## src/design/ssr_defines.vh

```
/*
 * Constants for the shared single-wire bus responder: configuration word
 * offsets, field positions, reset values, pulse classes and timing counts.
 * Assumes it is included by bare name from each design file that needs it.
 */
`ifndef SSR_DEFINES_VH
`define SSR_DEFINES_VH

// ********************************************************************
// Configuration word offsets and reset values
// ********************************************************************
`define SSR_FRAME_CFG_ADDR   8'h19
`define SSR_SHARE_CFG_ADDR   8'h1b
`define SSR_CFG_W            26
`define SSR_FRAME_CFG_RESET  26'h31e6000
`define SSR_SHARE_CFG_RESET  26'h0000000

// ********************************************************************
// Field positions
// ********************************************************************
`define SSR_CAP_ADDR_BIT     0
`define SSR_FIRST_SLOT_BIT   2
`define SSR_CAP_DIS_BIT      3
`define SSR_SEL_HI           14
`define SSR_SEL_LO           12
`define SSR_TICK_HI          22
`define SSR_TICK_LO          16
`define SSR_HIGHEST_SENSOR_ID_HI         25
`define SSR_HIGHEST_SENSOR_ID_LO         24
`define SSR_START_OFF_BIT    7
`define SSR_IDLE_SYNC_BIT    8

// ********************************************************************
// Protocol selector codes
// ********************************************************************
`define SSR_SEL_SEQ          3'h6
`define SSR_SEL_SEQ_LONG     3'h7
`define SSR_SEL_ADDRESSED    3'h5

// ********************************************************************
// Function pulse windows in ticks, inclusive
// ********************************************************************
`define SSR_INC_MIN          8'h07
`define SSR_INC_MAX          8'h0a
`define SSR_OUT_MIN          8'h0c
`define SSR_OUT_MAX          8'h11
`define SSR_SMP_MIN          8'h14
`define SSR_SMP_MAX          8'h1b
`define SSR_SYN_MIN          8'h1e
`define SSR_SYN_MAX          8'h27
`define SSR_AUX_MIN          8'h2d
`define SSR_AUX_MAX          8'h3c

// ********************************************************************
// Timing
// ********************************************************************
`define SSR_CLK_PERIOD_NS    50
`define SSR_TICK_UNIT_NS     100
`define SSR_CYC_PER_UNIT     (`SSR_TICK_UNIT_NS / `SSR_CLK_PERIOD_NS)
`define SSR_IDLE_TICKS       10'h1fe
`define SSR_ID_END_TICKS     10'h012
`define SSR_FLUSH_CYCLES     4'h4

`endif

```

## src/design/ssr_sync2.v

```verilog
/*
 * Two-flop synchroniser for pin inputs.
 * Assumes the inputs are asynchronous to mclk_i and change slowly
 * compared with the clock; multi-bit inputs must be quasi-static.
 */
`timescale 1ns/100ps
`default_nettype none

module ssr_sync2 #(
	parameter WIDTH = 1
) (
	input  wire             mclk_i,
	input  wire             reset_n_i,
	input  wire [WIDTH-1:0] async_i,
	input  wire [WIDTH-1:0] reset_val_i,
	output reg  [WIDTH-1:0] sync_o
);

	reg [WIDTH-1:0] meta;

	// The first stage feeds only the second stage.
	always @(posedge mclk_i) begin
		if (!reset_n_i) begin
			meta   <= reset_val_i;
			sync_o <= reset_val_i;
		end else begin
			meta   <= async_i;
			sync_o <= meta;
		end
	end

endmodule

`default_nettype wire

```

## src/design/ssr_tick_div.v

```verilog
/*
 * Tick enable divider: one-cycle pulse every tick period.
 * Assumes period_i is in units of SSR_TICK_UNIT_NS; zero counts as one.
 */
`timescale 1ns/100ps
`default_nettype none
`include "ssr_defines.vh"

module ssr_tick_div (
	input  wire       mclk_i,
	input  wire       reset_n_i,
	input  wire [6:0] period_i,
	input  wire       restart_i,
	output reg        tick_o
);

	reg  [8:0]  cnt;
	wire [8:0]  limit;
	wire [31:0] limit_full;

	// Limit in clock cycles; restart aligns ticks to line edges.
	// The product is formed at full width and then cut on purpose to the
	// counter width, which holds the largest period field times two.
	assign limit_full = (period_i == 7'h00) ? `SSR_CYC_PER_UNIT
	                  : {25'h0000000, period_i} * `SSR_CYC_PER_UNIT;
	assign limit      = limit_full[8:0];

	always @(posedge mclk_i) begin
		if (!reset_n_i || restart_i) begin
			cnt    <= 9'h000;
			tick_o <= 1'b0;
		end else if (cnt >= limit - 9'h001) begin
			cnt    <= 9'h000;
			tick_o <= 1'b1;
		end else begin
			cnt    <= cnt + 9'h001;
			tick_o <= 1'b0;
		end
	end

endmodule

`default_nettype wire

```

## src/design/ssr_responder.v

```verilog
/*
 * Shared single-wire bus responder: measures host function pulses, keeps
 * the slot counter or increment count, selects held or fresh angle data
 * for each frame and runs the offline / alignment / online / programming
 * state machine.
 * Assumes a frame generator on mclk_i turns frame_req_o into a frame and
 * drives tx_drive_i while it wants the line low, and reports contention;
 * a Manchester decoder on mclk_i reports access, exit and bad codes.
 */
`timescale 1ns/100ps
`default_nettype none
`include "ssr_defines.vh"

// Notes on behaviour
// - Time every low period in ticks and classify it as a function pulse.
// - Sequential mode: addressing pulses advance slot; respond when slot equals own ID.
// - Slot counter past the highest sensor ID wraps to zero.
// - Output request sends held data if present, otherwise fresh sampled data.
// - First-slot capture: hold angle at rising edge of slot-zero output request.
// - Capture disabled and first-slot off: never hold, always send fresh data.
// - Sample pulse latches angle at its rising edge unless capture disabled.
// - Capture-addresses 0: sample is broadcast only; 1: addressed sensor also replies.
// - Slot resync makes the next addressing pulse slot zero.
// - About 18 ticks high ends counting; respond when count equals own ID.
// - Programming entry disables output; bad code before access resumes normal work.
// - After access, bad messages ignored; only exit code resumes normal work.
// - Held data is resent on each poll until a new capture.
// - Held data discarded on self-test or when the interface is disabled.
// - Offline never drives; offline after reset, programming, self-test, contention.
// - Leave offline only after pipelines flush and the line is seen high.
// - Addressed mode goes from offline straight to online.
// - Alignment state ignores addressing pulses but acts on broadcast pulses.
// - Enter online on resync, long idle with idle resync, or reset exit.
// - Online goes to programming on programming entry, offline on self-test or sequential-mode contention.
// - Protocol selector bits 14:12 and tick period bits 22:16 of word frame_config_word.
// - Highest sensor ID in bits 25:24 of word frame_config_word sets slot wraparound.
// - Idle resync enable bit 8, start-offline enable bit 7 of word bus_share_config_word.
module ssr_responder (
	input  wire                   mclk_i,
	input  wire                   reset_n_i,
	input  wire                   line_i,
	output reg                    line_o,
	output reg                    line_oe_o,
	input  wire [1:0]             sensor_id_pin_i,
	input  wire [11:0]            angle_i,
	input  wire                   tx_drive_i,
	input  wire                   contention_i,
	input  wire                   self_test_i,
	input  wire                   mch_access_i,
	input  wire                   mch_exit_i,
	input  wire                   mch_bad_i,
	input  wire                   cfg_wr_i,
	input  wire [7:0]             cfg_addr_i,
	input  wire [`SSR_CFG_W-1:0]  cfg_wdata_i,
	output reg  [`SSR_CFG_W-1:0]  cfg_rdata_o,
	output reg                    frame_req_o,
	output reg  [11:0]            frame_data_o,
	output reg  [3:0]             state_o,
	output reg  [1:0]             slot_o,
	output reg                    held_valid_o,
	output reg                    prog_wait_o
);

	// ****************************************************************
	// States
	// ****************************************************************
	localparam [3:0] ST_OFFLINE = 4'h1;
	localparam [3:0] ST_ALIGN   = 4'h2;
	localparam [3:0] ST_ONLINE  = 4'h4;
	localparam [3:0] ST_PROG    = 4'h8;

	reg  [`SSR_CFG_W-1:0] frame_cfg;
	reg  [`SSR_CFG_W-1:0] share_cfg;
	reg  [3:0]            state;
	reg  [3:0]            next_state;
	reg  [1:0]            slot;
	reg  [1:0]            next_slot;
	reg  [11:0]           held;
	reg                   held_valid;
	reg                   line_d;
	reg  [7:0]            low_ticks;
	reg  [9:0]            high_ticks;
	reg  [3:0]            flush_cnt;
	reg                   por_pending;
	reg                   access_ok;
	reg                   id_wait;
	reg  [2:0]            inc_cnt;
	wire                  line_s;
	wire [1:0]            sensor_id;
	wire                  tick;

	// ****************************************************************
	// Configuration fields
	// ****************************************************************
	wire [2:0] sel        = frame_cfg[`SSR_SEL_HI:`SSR_SEL_LO];
	wire [6:0] tick_per   = frame_cfg[`SSR_TICK_HI:`SSR_TICK_LO];
	wire [1:0] highest_id = frame_cfg[`SSR_HIGHEST_SENSOR_ID_HI:`SSR_HIGHEST_SENSOR_ID_LO];
	wire       cap_dis    = frame_cfg[`SSR_CAP_DIS_BIT];
	wire       first_slot = frame_cfg[`SSR_FIRST_SLOT_BIT];
	wire       cap_addr   = frame_cfg[`SSR_CAP_ADDR_BIT];
	wire       idle_en    = share_cfg[`SSR_IDLE_SYNC_BIT];
	wire       start_off  = share_cfg[`SSR_START_OFF_BIT];
	wire       seq_mode   = (sel == `SSR_SEL_SEQ) || (sel == `SSR_SEL_SEQ_LONG);
	wire       adr_mode   = (sel == `SSR_SEL_ADDRESSED);

	// ****************************************************************
	// Pin synchronisation and tick timing
	// ****************************************************************
	ssr_sync2 #(
		.WIDTH (3)
	) u_sync (
		.mclk_i      (mclk_i),
		.reset_n_i   (reset_n_i),
		.async_i     ({line_i, sensor_id_pin_i}),
		.reset_val_i (3'h4),
		.sync_o      ({line_s, sensor_id})
	);

	wire fall = line_d & ~line_s;
	wire rise = ~line_d & line_s;

	// Restarting on both edges keeps the tick phase tied to the pulse.
	ssr_tick_div u_tick (
		.mclk_i    (mclk_i),
		.reset_n_i (reset_n_i),
		.period_i  (tick_per),
		.restart_i (fall | rise),
		.tick_o    (tick)
	);

	// Low and high durations in ticks, both saturating.
	always @(posedge mclk_i) begin
		if (!reset_n_i) begin
			line_d     <= 1'b1;
			low_ticks  <= 8'h00;
			high_ticks <= 10'h000;
		end else begin
			line_d <= line_s;
			if (fall) begin
				low_ticks  <= 8'h00;
				high_ticks <= 10'h000;
			end else if (tick) begin
				if (!line_s && low_ticks != 8'hff)
					low_ticks <= low_ticks + 8'h01;
				if (line_s && high_ticks != 10'h3ff)
					high_ticks <= high_ticks + 10'h001;
			end
			if (rise)
				high_ticks <= 10'h000;
		end
	end

	// ****************************************************************
	// Pulse classification at the rising edge
	// ****************************************************************
	// Normal frame lows are shorter than every window, so they fall through.
	wire is_inc = rise && low_ticks >= `SSR_INC_MIN && low_ticks <= `SSR_INC_MAX;
	wire is_out = rise && low_ticks >= `SSR_OUT_MIN && low_ticks <= `SSR_OUT_MAX;
	wire is_smp = rise && low_ticks >= `SSR_SMP_MIN && low_ticks <= `SSR_SMP_MAX;
	wire is_syn = rise && low_ticks >= `SSR_SYN_MIN && low_ticks <= `SSR_SYN_MAX;
	wire is_aux = rise && low_ticks >= `SSR_AUX_MIN && low_ticks <= `SSR_AUX_MAX;

	wire addr_pulse = is_out | (is_smp & cap_addr);
	wire listening  = (state == ST_ONLINE) || (state == ST_ALIGN);
	wire online     = (state == ST_ONLINE);

	// Idle resync fires once, as the high time passes 510 ticks.
	wire idle_hit = idle_en && seq_mode && line_s && tick
	             && high_ticks == `SSR_IDLE_TICKS;
	wire id_end   = id_wait && line_s && high_ticks >= `SSR_ID_END_TICKS;

	// ****************************************************************
	// Capture and response decisions
	// ****************************************************************
	wire cap_smp  = listening && is_smp && !cap_dis;
	wire cap_zero = online && seq_mode && is_out && first_slot
	             && slot == 2'h0;
	wire cap_now  = cap_smp | cap_zero;
	wire discard  = self_test_i || (state == ST_PROG) || is_aux;

	// Alignment state gets no addressed answer until the slot is known.
	wire resp_seq = online && seq_mode && addr_pulse && slot == sensor_id;
	wire resp_adr = online && adr_mode && id_end
	             && inc_cnt == {1'b0, sensor_id};
	wire respond  = (resp_seq | resp_adr) && !discard;

	// Data picked for the frame: a capture in this very cycle wins.
	wire [11:0] frame_pick = cap_now ? angle_i
	                       : (held_valid ? held : angle_i);

	// ****************************************************************
	// Next state and slot
	// ****************************************************************
	always @* begin
		next_state = state;
		next_slot  = slot;
		case (state)
		ST_OFFLINE: begin
			// Pipelines flushed and line seen high before listening.
			if (flush_cnt == `SSR_FLUSH_CYCLES && !self_test_i) begin
				if (adr_mode) begin
					next_state = ST_ONLINE;
				end else if (por_pending && !start_off) begin
					next_state = ST_ONLINE;
					next_slot  = 2'h0;
				end else begin
					next_state = ST_ALIGN;
				end
			end
		end
		ST_ALIGN: begin
			if (is_syn || idle_hit) begin
				next_state = ST_ONLINE;
				next_slot  = 2'h0;
			end
			if (is_aux)
				next_state = ST_PROG;
			if (contention_i || self_test_i)
				next_state = ST_OFFLINE;
		end
		ST_ONLINE: begin
			if (seq_mode && addr_pulse) begin
				if (slot >= highest_id)
					next_slot = 2'h0;
				else
					next_slot = slot + 2'h1;
			end
			if (is_syn || idle_hit)
				next_slot = 2'h0;
			if (is_aux)
				next_state = ST_PROG;
			if ((contention_i && seq_mode) || self_test_i)
				next_state = ST_OFFLINE;
		end
		ST_PROG: begin
			if (mch_exit_i || (mch_bad_i && !access_ok && !mch_access_i))
				next_state = ST_OFFLINE;
		end
		default: begin
			next_state = ST_OFFLINE;
		end
		endcase
	end

	// ****************************************************************
	// Control registers
	// ****************************************************************
	always @(posedge mclk_i) begin
		if (!reset_n_i) begin
			state       <= ST_OFFLINE;
			slot        <= 2'h0;
			flush_cnt   <= 4'h0;
			por_pending <= 1'b1;
			access_ok   <= 1'b0;
			id_wait     <= 1'b0;
			inc_cnt     <= 3'h0;
			held        <= 12'h000;
			held_valid  <= 1'b0;
		end else begin
			state <= next_state;
			slot  <= next_slot;
			// Flush counter needs a run of high samples while offline.
			if (state != ST_OFFLINE || !line_s)
				flush_cnt <= 4'h0;
			else if (flush_cnt != `SSR_FLUSH_CYCLES)
				flush_cnt <= flush_cnt + 4'h1;
			if (state == ST_OFFLINE && next_state != ST_OFFLINE)
				por_pending <= 1'b0;
			// Access latch: once set, bad codes no longer resume.
			if (state != ST_PROG || mch_exit_i)
				access_ok <= 1'b0;
			else if (mch_access_i)
				access_ok <= 1'b1;
			// Increment pulse counting after an addressing pulse.
			if (!online || !adr_mode || id_end) begin
				id_wait <= 1'b0;
				inc_cnt <= 3'h0;
			end
			if (online && adr_mode && addr_pulse && !id_end) begin
				id_wait <= 1'b1;
				inc_cnt <= 3'h0;
			end else if (id_wait && is_inc && inc_cnt != 3'h7) begin
				inc_cnt <= inc_cnt + 3'h1;
			end
			// Held data: discard wins over capture.
			if (discard) begin
				held_valid <= 1'b0;
			end else if (cap_now) begin
				held       <= angle_i;
				held_valid <= 1'b1;
			end
		end
	end

	// ****************************************************************
	// Configuration words
	// ****************************************************************
	always @(posedge mclk_i) begin
		if (!reset_n_i) begin
			frame_cfg <= `SSR_FRAME_CFG_RESET;
			share_cfg <= `SSR_SHARE_CFG_RESET;
		end else if (cfg_wr_i) begin
			if (cfg_addr_i == `SSR_FRAME_CFG_ADDR)
				frame_cfg <= cfg_wdata_i;
			if (cfg_addr_i == `SSR_SHARE_CFG_ADDR)
				share_cfg <= cfg_wdata_i;
		end
	end

	// ****************************************************************
	// Registered outputs
	// ****************************************************************
	// The line is only ever pulled low; online and transmitting is the
	// one case that enables the driver, so offline states stay silent.
	always @(posedge mclk_i) begin
		if (!reset_n_i) begin
			line_o       <= 1'b0;
			line_oe_o    <= 1'b0;
			cfg_rdata_o  <= {`SSR_CFG_W{1'b0}};
			frame_req_o  <= 1'b0;
			frame_data_o <= 12'h000;
			state_o      <= ST_OFFLINE;
			slot_o       <= 2'h0;
			held_valid_o <= 1'b0;
			prog_wait_o  <= 1'b0;
		end else begin
			line_o    <= 1'b0;
			line_oe_o <= online && tx_drive_i;
			if (cfg_addr_i == `SSR_FRAME_CFG_ADDR)
				cfg_rdata_o <= frame_cfg;
			else if (cfg_addr_i == `SSR_SHARE_CFG_ADDR)
				cfg_rdata_o <= share_cfg;
			else
				cfg_rdata_o <= {`SSR_CFG_W{1'b0}};
			frame_req_o <= respond;
			if (respond)
				frame_data_o <= frame_pick;
			state_o      <= next_state;
			slot_o       <= next_slot;
			held_valid_o <= !discard && (cap_now || held_valid);
			prog_wait_o  <= (next_state == ST_PROG);
		end
	end

endmodule

`default_nettype wire

```

## config.mk

```make
export PLATFORM = sky130hd
export DESIGN_NAME = ssr_responder
export DESIGN_NICKNAME = d
export VERILOG_FILES = /design/src/design/ssr_sync2.v /design/src/design/ssr_tick_div.v /design/src/design/ssr_responder.v
export VERILOG_INCLUDE_DIRS = /design/src /design/src/design
export SDC_FILE = /design/constraint.sdc
export NUM_CORES = 1
export LEC_CHECK = 0
export ABC_AREA = 1
export BUFFER_PORTS_ARGS = -buffer_cell sky130_fd_sc_hd__buf_2
export CAP_MARGIN = 40
export CORE_MARGIN = 1
export CORE_UTILIZATION = 52
export DETAILED_ROUTE_END_ITERATION = 6
export PLACE_DENSITY = 0.82
export SYNTH_ARGS = -nofsm -noshare
export SYNTH_HDL_FRONTEND = slang
export SYNTH_SLANG_ARGS = --single-unit
```

## constraint.sdc

```tcl
create_clock -name mclk_i -period 2.25 [get_ports mclk_i]
set_input_delay 0.225 -clock mclk_i [delete_from_list [all_inputs] [get_ports mclk_i]]
set_output_delay 0.225 -clock mclk_i [all_outputs]
set_load 0.02 [all_outputs]
```

==> reports/summary.md, run 1 <==
The cell area that synthesis handed to floorplanning was 7420 um2. The count of endpoints failing hold in the final timing report is 0. The largest individual stage delay along the critical path comes from the cell sky130_fd_sc_hd__dfxtp_2.

The buffering stage count on the worst path with inverters included is 3. Derived from the worst setup path, the maximum achievable clock frequency is 417 MHz. The commonest cells after synthesis are 164 x sky130_fd_sc_hd__inv_1, 158 x sky130_fd_sc_hd__dfxtp_1, 145 x sky130_fd_sc_hd__nand2_1, 128 x sky130_fd_sc_hd__nor2_1, 85 x sky130_fd_sc_hd__a21oi_1. At the placement stage, the worst setup path has a slack of -0.0754 ns. Worst-case setup margin in the final layout: -0.146 ns. The count of cells along the worst register-to-register path was 14. The largest total area in the synthesized netlist belongs to sky130_fd_sc_hd__dfxtp_1. Relative to the synthesized area, the layout overhead comes to 20.2%. First-pass GRT wire length: 29900 um. At the end of the flow the core is filled with cells to 64.3%.

The netlist uses 46 different library cells. The power density normalized to cell area is 675 nW/um2. The most common cell in the synthesized netlist is sky130_fd_sc_hd__inv_1. The most common flop cell mapped by yosys is sky130_fd_sc_hd__dfxtp_1. The logs give 42.6% for the sequential element share of the synthesized area and 6377 for the via count of the first global-routing pass. In this run the mean area of a mapped cell was 7.31 um2. The met1 demand-to-capacity share in global routing is 30.3%, and the post-detailed-placement half-perimeter wirelength is 12500 um. Across all layers, the routed design uses 6821 vias.

The tools report the gate count after technology mapping as 1015. The floorplan core area is 13900 um2. Sorting the synthesized cells by area gives the leading types as sky130_fd_sc_hd__dfxtp_1 43%, sky130_fd_sc_hd__inv_1 8.3%, sky130_fd_sc_hd__nand2_1 7.3%. In the final layout, flip-flops and latches occupy 3170 um2. For this block, the routed nets add up to 18400 um of wire.

Die area: 14800 um2. The cell-internal power is 4560 uW. TritonCTS built the clock tree. The tools report the number of maximum-capacitance constraint violations as 0. The max-slew violation count is 0, and the maximum number of pins on one net before global-route repair is 78. The tools report the cell leakage power as 0.00399 uW. After the last flow step, the layout net total stands at 1218. Headroom to the max-slew limit came out at 53.7%. Traced cell by cell, the critical path runs through inv_1 -> nand4_1 -> nand2_2 -> inv_2 -> ha_4 -> nand3_4 -> nor3_4 -> xor2_1 -> ha_1 -> nand2_2 -> o21a_1 -> nand4_1 -> buf_4 -> a21oi_2. For the total grt overflow, the log shows 0. The largest stage delay on the critical path was 0.34 ns. STA classifies the critical path endpoint as a flip-flop. The length of the first detailed-routing pass in iterations was 5; the net switching power figure was 1460 uW.

Of all flip-flops after synthesis, the portion carrying an async set or reset was 0%. The worst path uses 106% of the clock period. The total clock buffers created by CTS came out at 17. After detailed routing, the average wire length per cell comes to 13.9 um.

The clock insertion delay at the later pin of the skew report is 0.44 ns, and the setup-violating endpoint count in the final report is 9. The tools report the final weighted congestion in routability-driven placement as 0.957. Summing all multi-input logic gate instances after layout gives 3520 um2. After clock tree synthesis, the clock-pin slew on the worst setup and hold paths is 0.06 ns.

The logs give 4 for the number of levels in the clock H-tree and 578 uV for the worst-case vdd ir drop. The transition time of the tightest slew-check pin is 0.695 ns. After global routing, the most crowded layer is met2. Fill cells in the final layout number 1180. For this run, design rule violations remaining after detail routing come to 0. The logs give 0.0168 ns for the worst clock skew and 0 for the yosys synthesis warning count. Clock root buffer: sky130_fd_sc_hd__clkbuf_16. The share of synthesized area in the top cell type comes to 42.6%. The start-to-end type of the worst setup path is flip-flop to flip-flop.

End of the worst register-to-register path: u_tick.cnt[7]. The clock network burns 46.0% of the power. After detailed placement, the total cell area comes to 8170 um2.

Total global routing track utilization: 25.7%. The clock drives 158 sinks. The final hold slack was 0.0166 ns; the number of cells on the worst hold path was 3. The longest clock path from root to sink contains 2 buffers. Synthesis produced a netlist with a net count of 1098. Hold path startpoint: cfg_wdata_i[24]. The tools report the number of antenna violations at the first check in global routing as 0. Setup slack on the worst reg-to-reg path comes out at -0.15 ns. The tightest min-delay check is of the input pin to flip-flop type. For the met3 routing resource usage after global routing, the log shows 6.39%. Setup repair after global routing could not meet its margin everywhere. The run finished, with violations left. Boundary pin count: 107. In the global route stage, met2 resource usage came out at 43.2%. On the critical path the largest part of the delay comes from simple AND/OR/NAND/NOR gates. The synthesized design contains 0 enable-type register cells. Data on the critical path is required at its endpoint by 2.62 ns. The proportion of power drawn by combinational gates is 6.3%. Counting flops and latches in the post-synthesis netlist gives 158. For the worst setup path, the data arrival time is 2.76 ns.

Vertical die dimension: 121 um. Buffers placed on the I/O ports in this run total 105. The finished cells cover 8920 um2. The final reports fail on negative setup slack. Net switching is 24.3% of the power. The worst setup path is launched from a flip-flop. Number of violations reported at the end of detailed-routing iteration 0: 346. Of all nets on the critical path, the largest fanout is 3.

Row generation in the floorplan step produced 43 rows. The tools report the start of the worst register-to-register path as frame_cfg[21]. The initial utilization of the core area, before any placement, comes to 53.5%.

The worst-case hold path end point is frame_cfg[24]. After routing, the total negative slack on setup checks comes to -1.07 ns. The detail route stage leaves a number of antenna-violating nets equal to 0. In the final layout, the share of cells above drive strength 1 is 20.8%.

Of the total power, registers draw 47.7%. The floorplan step set the die width to 121 um. The shortest clock period the worst path allows after layout is 2.40 ns, and the number of vias per cell after detailed routing is 5.13.
[power groups by stage]
stage / sequential, uW / combinational [uW] / clock, uW
global route: 2880 / 431 / 2920
CTS: 2870 / 376 / 2790
global placement: 2940 / 355 / 0
detailed placement: 2940 / 368 / 0
finish: 2870 / 381 / 2770
floorplan: 2940 / 225 / 0
[worst register-to-register path, stage by stage, from the launching register on]
cell                      delay (ns)
sky130_fd_sc_hd__dfxtp_2        0.34
sky130_fd_sc_hd__inv_1          0.06
sky130_fd_sc_hd__nand4_1        0.10
sky130_fd_sc_hd__nand2_2        0.07
sky130_fd_sc_hd__inv_2          0.08
sky130_fd_sc_hd__ha_4           0.15
sky130_fd_sc_hd__nand3_4        0.09
sky130_fd_sc_hd__nor3_4         0.15
sky130_fd_sc_hd__xor2_1         0.23
sky130_fd_sc_hd__ha_1           0.28
sky130_fd_sc_hd__nand2_2        0.11
sky130_fd_sc_hd__o21a_1         0.18
sky130_fd_sc_hd__nand4_1        0.19
sky130_fd_sc_hd__buf_4          0.21
sky130_fd_sc_hd__a21oi_2        0.09
[worst max-delay path by stage]
stage	from	to	slack (ns)	cells past startpoint
floorplan	frame_cfg[21]	u_tick.cnt[4]	0.03	14
global placement	frame_cfg[17]	u_tick.cnt[0]	0.03	15
detailed placement	frame_cfg[17]	u_tick.cnt[2]	-0.08	15
CTS	frame_cfg[21]	u_tick.cnt[7]	0.005	14
global route	frame_cfg[21]	u_tick.cnt[8]	-0.24	14
finish	frame_cfg[21]	u_tick.cnt[7]	-0.15	14
[routing by layer]
metal | part of all wire (%) | vias to the layer above | routed length [um]
met2 | 48 | 217 | 8860
met3 | 5.9 | 50 | 1090
met1 | 43 | 3077 | 7840
li1 | - | 3477 | -
met4 | 3.5 | 0 | 653
met5 | 0 | - | 0
[logic make-up (layout without fill, tap and decap cells)]
family	after synthesis	count (layout)	share of synthesized area, %
AND/OR/NAND/NOR	387	387	24.1
buffers and inverters	213	346	11.4
AO/OA/AOI/OAI	211	211	15.3
flip-flops	158	158	42.6
adder cells (fa/ha/maj)	25	25	4.21
XOR/XNOR	19	19	2.24
other	2	3	0.101
[through the flow]
step	total power (uW)	instances
after floorplan	3160	1015
after global placement	3290	1288
after detailed placement	3310	1288
after CTS	6040	1326
after global routing	6230	1328
final	6020	1329
[state kept, by name, indices dropped and copies added (netlist names)]
register,flops
por_pending,1
inc_cnt,3
high_ticks,10
frame_data_o,12
flush_cnt,4
access_ok,1
u_tick.cnt,9
slot_o,2
frame_cfg,26
held_valid_o,1
low_ticks,8
state_o,4
prog_wait_o,1
cfg_rdata_o,26
line_d,1
u_sync.sync_o,3
held,12
held_valid,1
u_tick.tick_o,1
id_wait,1
share_cfg,26
u_sync.meta,3
frame_req_o,1
line_oe_o,1
[timing repair]
action,4_1_cts,5_1_grt
endpoints found under the setup margin,10,15
hold buffers,3,0
hold endpoints to repair,3,0
pin swaps,7,11
gates resized for setup,12,16
setup buffers,3,2
[placed cells by master (no fill, tap or decap), drive strengths merged]
| master | count |
|---|---|
| a211oi | 1 |
| a21boi | 7 |
| a21oi | 87 |
| and2 | 1 |
| buf | 133 |
| clkbuf | 23 |
| clkinv | 3 |
| clkinvlp | 1 |
| conb | 2 |
| dfxtp | 158 |
| diode | 1 |
| dlygate4sd3 | 3 |
| ha | 25 |
| inv | 183 |
| nand2 | 159 |
| nand3 | 48 |
| nand3b | 1 |
| nand4 | 16 |
| nor2 | 143 |
| nor3 | 10 |
| nor3b | 2 |
| nor4 | 3 |
| o211a | 1 |
| o211ai | 3 |
| o21a | 2 |
| o21ai | 84 |
| o221ai | 1 |
| o22ai | 25 |
| or2 | 4 |
| xnor2 | 4 |
| xor2 | 15 |
[area by class of cell]
type,instances,area share [%]
tap,180,2.52
clock buffer,23,5.58
sequential,158,35.5
antenna,1,0.0280
inverter,178,7.52
timing repair buffer,136,8.62
multi-input combinational,644,39.4
clock inverter,9,0.827
Note: power is estimated with default switching activity, not from simulation.
==> inputs of run 2 (changes only) <==
--- a/config.mk
+++ b/config.mk
@@ -13,6 +13,7 @@
 export CORE_UTILIZATION = 52
 export DETAILED_ROUTE_END_ITERATION = 6
 export PLACE_DENSITY = 0.82
+export RECOVER_POWER = 100
 export SYNTH_ARGS = -nofsm -noshare
 export SYNTH_HDL_FRONTEND = slang
 export SYNTH_SLANG_ARGS = --single-unit
==> run 2 against run 1 <==
- the flow still finishes with violations (negative setup slack)
- utilization is 0.89 points lower
- non-clock buffer count did not move
- total power is essentially flat
- first-iteration DRC count rose by 12%
- worst setup slack worse by 0.011 ns
- wire length fell by 0.11%
- flip-flop and latch count unchanged
- die area unchanged
- cell count did not move
- critical path depth stayed put
- critical endpoint is now u_tick.cnt[8]
==> reports/summary.md, run 2 (synthesized netlist as in run 1, its figures left out) <==
The post-detailed-placement half-perimeter wirelength was 12500 um (unchanged); the total area of sequential cells was 3170 um2 (unchanged). The path class of the lowest-slack min-delay path is input pin to flip-flop. The worst clock skew is 0.0136 ns (-0.00312 ns), and the cell leakage power is 0.00374 uW (-6.1%). The tools report the max-slew violation count as 0 (unchanged). The transition time of the tightest slew-check pin was 1.35 ns (+0.654 ns).

The setup-violating endpoint count in the final report is 9 (unchanged), and the width of the die is 121 um (unchanged). The checks that failed: negative setup slack. The number of vias per cell after detailed routing came out at 5.14 (about the same). The number of cells on the worst hold path works out to 3 (unchanged). The ratio of cells with drive above 1 in the final layout was 15.6% (-5.2 points). The final cycle utilization of the critical path was 107% (+0.50 points). Number of violations reported at the end of detailed-routing iteration 0: 388 (+12%). Effective utilization at floorplan: 53.5% (unchanged).

The shortest clock period the worst path allows after layout works out to 2.41 ns (+0.0113 ns). The tools report the number of nets in the layout as 1218 (unchanged). Start-to-end type of the worst setup path: flip-flop to flip-flop. The length of the first detailed-routing pass in iterations is 5 (unchanged).

The number of antenna violations at the first check in global routing is 0 (unchanged), and the final antenna-violating net count is 0 (unchanged). TritonCTS built the clock tree. The total clock buffers created by CTS is 17 (unchanged), and the number of core rows is 43 (unchanged). The tools report the maximum number of pins on one net before global-route repair as 78 (unchanged). The sequential cell fraction of total power is 47.7% (about the same). Clock root buffer: sky130_fd_sc_hd__clkbuf_16. Via count of the first global-routing pass: 6377 (unchanged).

For the die area, the log shows 14800 um2 (unchanged). The logs give 18400 um (-0.11%) for the final routed wirelength across all metal layers and 13900 um2 (unchanged) for the floorplan core area. The tools report the required time at the worst-slack endpoint as 2.62 ns (about the same).

The largest registers in the layout are cfg_rdata_o x26, frame_cfg x26, share_cfg x26. Post-route total power: 6020 uW (about the same). The worst hold path terminates at frame_cfg[24].

For the total grt overflow, the log shows 0 (unchanged). The sort of element at the start of the critical path is a flip-flop. Origin of the worst setup path: frame_cfg[21]. The clock-pin slew of the registers on the worst-case setup and hold paths came out at 0.06 ns (about the same). Leaving out fill and tap cells, the most frequent cell in the layout is sky130_fd_sc_hd__inv_1. Cell-internal power: 4560 uW (about the same). Start of the worst register-to-register path: frame_cfg[21]. The tools report the boundary pin count as 107 (unchanged). The area growth from synthesis to final layout is 18.5%, and the switching portion of total power is 24.3% (+0.047 points). The number of placed instances, taps included is 1288 (unchanged), and the count of endpoints failing hold in the final timing report is 0 (unchanged).

Count of cells along the worst register-to-register path: 14 (unchanged). The number of levels in the clock H-tree was 4 (unchanged). For the number of maximum-capacitance constraint violations, the log shows 0 (unchanged).

The logs give 415 MHz (-0.47%) for the fmax and 25.7% (unchanged) for the total global routing track utilization. The logs give 158 (unchanged) for the number of sinks handled by clock tree synthesis and 2.77 ns (about the same) for the signal arrival time at the worst endpoint. The logs give -0.157 ns (-0.0113 ns) for the worst-case setup margin in the final layout and 1218 (+3.2%) for the fill cell instance count of the final layout. The logs give 6.3% (about the same) for the proportion of power drawn by combinational gates and -0.16 ns (about the same) for the register-to-register setup slack. For the worst-case vdd ir drop, the log shows 578 uV (about the same). The power density normalized to cell area is 684 nW/um2 (+1.4%), and the final weighted congestion in routability-driven placement is 0.957 (unchanged).

The run gives 10.1% (-44 points) as the worst-case headroom to the max-slew limit. Setup repair after global routing could not meet its margin everywhere. The tools report the clock network fraction of total power as 46.0% (about the same). The run finished, with violations left. The number of port buffers is 105 (unchanged). The maximum fanout along the worst path works out to 3 (unchanged). The net switching power figure was 1470 uW (+0.17%). The tools report the clock insertion delay at the later pin of the skew report as 0.43 ns (about the same).

The first-pass GRT wire length is 29900 um (unchanged). End of the worst register-to-register path: u_tick.cnt[8]. For the number of cells in the finished layout apart from fillers, the log shows 1329 (unchanged). The vertical die dimension came out at 121 um (unchanged). The worst setup path is captured at a flip-flop.

The DRC violation count after routing is 0 (unchanged). The startpoint identified for the worst hold timing path is cfg_wdata_i[24]. Average detailed-routed wire length per instance: 13.9 um (-0.11%).

In the layout the commonest cells are 163 x sky130_fd_sc_hd__inv_1, 155 x sky130_fd_sc_hd__dfxtp_1, 144 x sky130_fd_sc_hd__nand2_1. The overall via count from detail_route was 6827 (+0.088%). The footprint of the multi-input gates was 3470 um2 (-1.3%). The deepest clock path buffer count was 2 (unchanged).
[run 2: cell type report]
cell class	count	share of cell area, %
multi-input cells	644	39.4
diodes	1	0.0284
repair buffers	136	7.85
clock inverters	9	0.839
flip-flops and latches	158	36.0
inverters	178	7.62
clock buffers	23	5.66
well taps	180	2.56
[run 2: per-layer routing]
metal / share of wire (%) / GRT usage, % / up-vias
li1: - / - / 3478
met5: 0 / 0 / -
met1: 43 / 30.3 / 3101
met3: 5.4 / 6.39 / 45
met2: 48 / 43.2 / 203
met4: 3.3 / 12.3 / 0
[run 2: per-stage QoR]
step                      hold WS [ns]  setup slack, ns  utilization [%]  area [um2]  TNS [ns]
after floorplan                  0.323           0.0349                -        7420         0
after global placement           0.402           0.0320             58.9        8170         0
after detailed placement         0.404          -0.0754             58.9        8170    -0.560
after CTS                      0.00454          0.00476             63.6        8830         0
after global routing            0.0248           -0.240             63.4        8800     -2.04
final                           0.0180           -0.157             63.4        8800     -1.19
[run 2: worst max-delay path by stage]
| stage | slack (ns) | end |
|---|---|---|
| floorplan | 0.03 | u_tick.cnt[4] |
| global placement | 0.03 | u_tick.cnt[0] |
| detailed placement | -0.08 | u_tick.cnt[2] |
| CTS | 0.005 | u_tick.cnt[7] |
| global route | -0.24 | u_tick.cnt[8] |
| finish | -0.16 | u_tick.cnt[8] |
[run 2: worst max-delay path: stages, from the launching register on]
cell	delay [ns]
sky130_fd_sc_hd__dfxtp_2	0.34
sky130_fd_sc_hd__inv_1	0.06
sky130_fd_sc_hd__nand4_1	0.10
sky130_fd_sc_hd__nand2_2	0.07
sky130_fd_sc_hd__inv_2	0.08
sky130_fd_sc_hd__ha_4	0.15
sky130_fd_sc_hd__nand3_4	0.09
sky130_fd_sc_hd__nor3_4	0.15
sky130_fd_sc_hd__xor2_1	0.23
sky130_fd_sc_hd__ha_1	0.28
sky130_fd_sc_hd__nand2_2	0.11
sky130_fd_sc_hd__o21a_1	0.18
sky130_fd_sc_hd__nand4_1	0.19
sky130_fd_sc_hd__buf_4	0.21
sky130_fd_sc_hd__nor2_1	0.09
[run 2: power groups by stage]
stage	sequential, uW	clock (uW)	combinational, uW
after detailed placement	2940	0	368
final	2880	2770	377
after CTS	2870	2790	376
after global placement	2940	0	355
after global routing	2880	2920	426
after floorplan	2940	0	225
[run 2: what timing repair did]
action,in CTS,in global routing
resized for setup,12,16
endpoints found under the hold margin,3,0
pin swaps,7,11
buffers inserted,3,2
hold buffers,3,0
setup endpoints to repair,10,15
==> inputs of run 3 (changes only) <==
--- a/config.mk
+++ b/config.mk
@@ -9,11 +9,15 @@
 export ABC_AREA = 1
 export BUFFER_PORTS_ARGS = -buffer_cell sky130_fd_sc_hd__buf_2
 export CAP_MARGIN = 40
+export CELL_PAD_IN_SITES_DETAIL_PLACEMENT = 1
+export CELL_PAD_IN_SITES_GLOBAL_PLACEMENT = 1
 export CORE_MARGIN = 1
-export CORE_UTILIZATION = 52
+export CORE_UTILIZATION = 37
 export DETAILED_ROUTE_END_ITERATION = 6
 export PLACE_DENSITY = 0.82
 export RECOVER_POWER = 100
+export SKIP_LAST_GASP = 1
 export SYNTH_ARGS = -nofsm -noshare
 export SYNTH_HDL_FRONTEND = slang
+export SYNTH_HIERARCHICAL = 1
 export SYNTH_SLANG_ARGS = --single-unit
==> run 3 against run 2 <==
- the run ends with max-capacitance violations, max-slew violations left
- register-to-register slack improved by 0.30 ns
- sequential share of layout area decreased by 0.23 points
- cell count increased by 8.1%
- critical path type unchanged
- largest cell class unchanged
- largest power group is now clock
- highest routed layer is now met5
==> reports/summary.md, run 3 <==
The transition time of the tightest slew-check pin is 1.68 ns (+0.329 ns), and the width of the die is 143 um (+18%). The clock insertion delay at the later pin of the skew report was 0.43 ns (about the same); the proportion of power drawn by combinational gates was 4.2% (-2.1 points). The top-area cell type share of the netlist area was 42.8% (+0.19 points).

The min-delay analysis places its worst path in the category input pin to flip-flop. Most instantiated library cell after synthesis: sky130_fd_sc_hd__inv_1. The average detailed-routed wire length per instance was 14.4 um (+4.1%).

Leading cell type in the layout, fill and taps excluded: sky130_fd_sc_hd__inv_1. The worst-case vdd ir drop is 516 uV (-11%). The worst setup path is launched from a flip-flop.

Number of placed instances, taps included: 1396 (+8.4%). The DRC violation count after routing was 0 (unchanged). The final antenna-violating net count was 0 (unchanged); the number of violations reported at the end of detailed-routing iteration 0 was 245 (-37%).

The worst-case headroom to the max-slew limit was -11.9% (-22 points); the deepest clock path buffer count was 2 (unchanged). Net switching power figure: 1450 uW (-1.0%). The run gives 4 (-1) as the length of the first detailed-routing pass in iterations. The worst-case setup margin in the final layout was 0.145 ns (+0.302 ns); the final cycle utilization of the critical path was 93.6% (-13 points). The number of levels in the clock H-tree is 4 (unchanged).

The mapped cell area is 7390 um2 (-0.46%), and the via count of the first global-routing pass is 7089 (+11%). The largest registers in the layout are cfg_rdata_o x26, frame_cfg x26, share_cfg x26. The overall via count from detail_route came out at 6935 (+1.6%). The final reports fail on max-capacitance violations, max-slew violations. The tools report the post-route total power as 6030 uW (+0.14%). Clock tree synthesis selected as its root buffer the cell sky130_fd_sc_hd__clkbuf_16.

The run gives 6 (+6) as the yosys synthesis warning count. The worst setup path is captured at a flip-flop. Ratio of cells with drive above 1 in the final layout: 13.1% (-2.5 points). Number of core rows: 51 (+19%). The required time at the worst-slack endpoint came out at 2.62 ns (about the same).

The most common flop cell mapped by yosys was sky130_fd_sc_hd__dfxtp_1. For the effective utilization at floorplan, the log shows 37.8% (-16 points). The run finished, with violations left. Summed over all instances, the cell type with the most area after synthesis is sky130_fd_sc_hd__dfxtp_1. The maximum number of pins on one net before global-route repair was 87 (+12%). Number of antenna violations at the first check in global routing: 4 (+4). The final weighted congestion in routability-driven placement is 0.841 (-12%). The boundary pin count was 107 (unchanged). Sorting the synthesized cells by area gives the leading types as sky130_fd_sc_hd__dfxtp_1 43%, sky130_fd_sc_hd__inv_1 9.2%, sky130_fd_sc_hd__nand2_1 8.4%. TritonCTS built the clock tree.

The number of flops mapped to enable cells by yosys came out at 0 (unchanged). The switching portion of total power is 24.1% (-0.28 points), and the cell-internal power is 4580 uW (+0.51%). The number of sinks handled by clock tree synthesis was 158 (unchanged).

The count of endpoints failing hold in the final timing report was 0 (unchanged). Number of port buffers: 105 (unchanged). The total grt overflow was 0 (unchanged). The average footprint of a synthesized cell came out at 7.12 um2 (-2.7%). The post-detailed-placement half-perimeter wirelength was 14100 um (+13%).

For the number of nets in the layout, the log shows 1242 (+2.0%). The sequential cell fraction of total power came out at 46.9% (-0.8 points). The final antenna diode count is 0 (-1). The maximum fanout along the worst path is 8 (+5). The first-pass GRT wire length was 34100 um (+14%).

The power density normalized to cell area is 680 nW/um2 (-0.72%). The clock network fraction of total power is 48.9% (+2.9 points), and the total clock buffers created by CTS is 17 (unchanged). The critical path is of the flip-flop to flip-flop type. The vertical die dimension came out at 143 um (+18%). For the post-place setup slack, the log shows -0.0352 ns (+0.0402 ns). Die area: 20500 um2 (+39%). The floorplan core area was 19500 um2 (+41%).

The gate count after technology mapping was 1038 (+2.3%); the number of distinct standard cells referenced by the synthesized netlist was 40 (-13%). The run gives 21.1% (-4.6 points) as the total global routing track utilization. The setup-violating endpoint count in the final report is 0 (-9). Leaving out fill and tap cells, the most frequent cells in the layout are 183 x sky130_fd_sc_hd__inv_1, 164 x sky130_fd_sc_hd__nand2_1, 151 x sky130_fd_sc_hd__dfxtp_1. The tools report the worst clock skew as 0.0112 ns (-0.00241 ns). The number of synthesized register bits works out to 158 (unchanged).

The clock-pin slew of the registers on the worst-case setup and hold paths came out at 0.06 ns (about the same). For the number of maximum-capacitance constraint violations, the log shows 1 (+1). The logs give 1437 (+8.1%) for the number of cells in the finished layout apart from fillers and 475 MHz (+14%) for the fmax. The area growth from synthesis to layout is 20.1%. The max-slew violation count was 87 (+87); the signal arrival time at the worst endpoint was 2.47 ns (-0.30 ns). Final routed wirelength across all metal layers: 20700 um (+13%). The cell leakage power was 0.00377 uW (+0.73%). The tools report the sequential element share of the synthesized area as 42.8% (+0.19 points). The number of vias per cell after detailed routing was 4.83 (-6.1%); the utilization after layout was 45.5% (-18 points). The share of flip-flops with an asynchronous set or reset was 0% (unchanged); the shortest clock period the worst path allows after layout was 2.10 ns (-0.302 ns).

In the synthesized netlist, the cells that appear most often are 182 x sky130_fd_sc_hd__inv_1, 165 x sky130_fd_sc_hd__nand2_1, 158 x sky130_fd_sc_hd__dfxtp_1, 145 x sky130_fd_sc_hd__nor2_1, 83 x sky130_fd_sc_hd__a21oi_1.
## run 3: cell count changes in the layout (fill, tap and decap cells not counted), moves of 6 or more
cell / before / now
sky130_fd_sc_hd__inv_1: 163 / 183
sky130_fd_sc_hd__inv_2: 13 / 6
sky130_fd_sc_hd__nor2_2: 12 / 4
sky130_fd_sc_hd__nor2_1: 125 / 146
sky130_fd_sc_hd__xnor2_1: 4 / 10
sky130_fd_sc_hd__o21ai_1: 9 / 3
sky130_fd_sc_hd__nand2_1: 144 / 164
sky130_fd_sc_hd__nand4_1: 15 / 9
## run 3: what timing repair did
action / in CTS / in global routing
setup endpoints to repair: 9 / 11
hold buffers: 3 / 0
pin swaps: 3 / 7
resized for setup: 8 / 17
buffers inserted: 1 / 5
endpoints found under the hold margin: 3 / 0
## run 3: final cells by class
type | instances | area (um2)
Clock buffer | 18 | 429
Clock inverter | 14 | 171
Fill cell | 2597 | 10700
Inverter | 190 | 714
Multi-Input combinational cell | 659 | 3390
Sequential cell | 158 | 3170
Tap cell | 265 | 332
Timing Repair Buffer | 133 | 667
## run 3: power by group through the flow
stage	clock network, uW	logic, uW	registers [uW]
floorplan	0	135	2890
global placement	0	245	2890
detailed placement	0	252	2890
CTS	3010	260	2830
global route	3120	284	2830
finish	2950	254	2830
## run 3: layer usage
metal,vias to the layer above,routed length [um],global-route usage [%]
met5,-,37,0
met4,6,303,6.72
met3,28,757,4.67
met2,108,10500,38.3
met1,3289,9160,24.4
li1,3504,-,-
## run 3: worst paths after layout
| check | startpoint | cells after the start | slack, ns | end |
|---|---|---|---|---|
| hold reg to reg | u_sync/meta[1] | 2 | 0.44 | u_sync/sync_o[1] |
| setup reg to reg | frame_cfg[19] | 14 | 0.15 | u_tick/cnt[1] |
| hold / removal | cfg_wdata_i[25] | 3 | 0.02 | frame_cfg[25] |
| setup / recovery | frame_cfg[19] | 14 | 0.15 | u_tick/cnt[1] |
## run 3: critical path: stages, from the launching register on
cell and delay [ns]:
sky130_fd_sc_hd__dfxtp_2 0.34, sky130_fd_sc_hd__nor2_4 0.12, sky130_fd_sc_hd__nand3_2 0.08, sky130_fd_sc_hd__nand2_2 0.09, sky130_fd_sc_hd__inv_2 0.05, sky130_fd_sc_hd__ha_4 0.16
sky130_fd_sc_hd__xnor2_1 0.18, sky130_fd_sc_hd__ha_1 0.27, sky130_fd_sc_hd__nand2_1 0.12, sky130_fd_sc_hd__inv_1 0.07, sky130_fd_sc_hd__nand2_1 0.06, sky130_fd_sc_hd__nand2_1 0.05
sky130_fd_sc_hd__nand2_1 0.13, sky130_fd_sc_hd__nand4_4 0.18, sky130_fd_sc_hd__nor2_1 0.13
## run 3: per-stage QoR
stage          setup TNS, ns  cell area [um2]  hold slack [ns]
5_1_grt              -0.0434             8870           0.0244
6_report                   0             8870           0.0195
3_3_place_gp               0             8250            0.412
3_5_place_dp          -0.183             8250            0.419
4_1_cts                    0             8920          0.00767
2_1_floorplan              0             7400            0.331
## run 3: cells by family after synthesis
group | after synthesis | synth area share, %
other cells | 3 | 0.152
compound gates | 198 | 14.4
xor+xnor | 21 | 2.49
flops | 158 | 42.8
fa+ha+maj | 25 | 4.23
buf+inv | 223 | 11.8
simple gates | 410 | 24.2
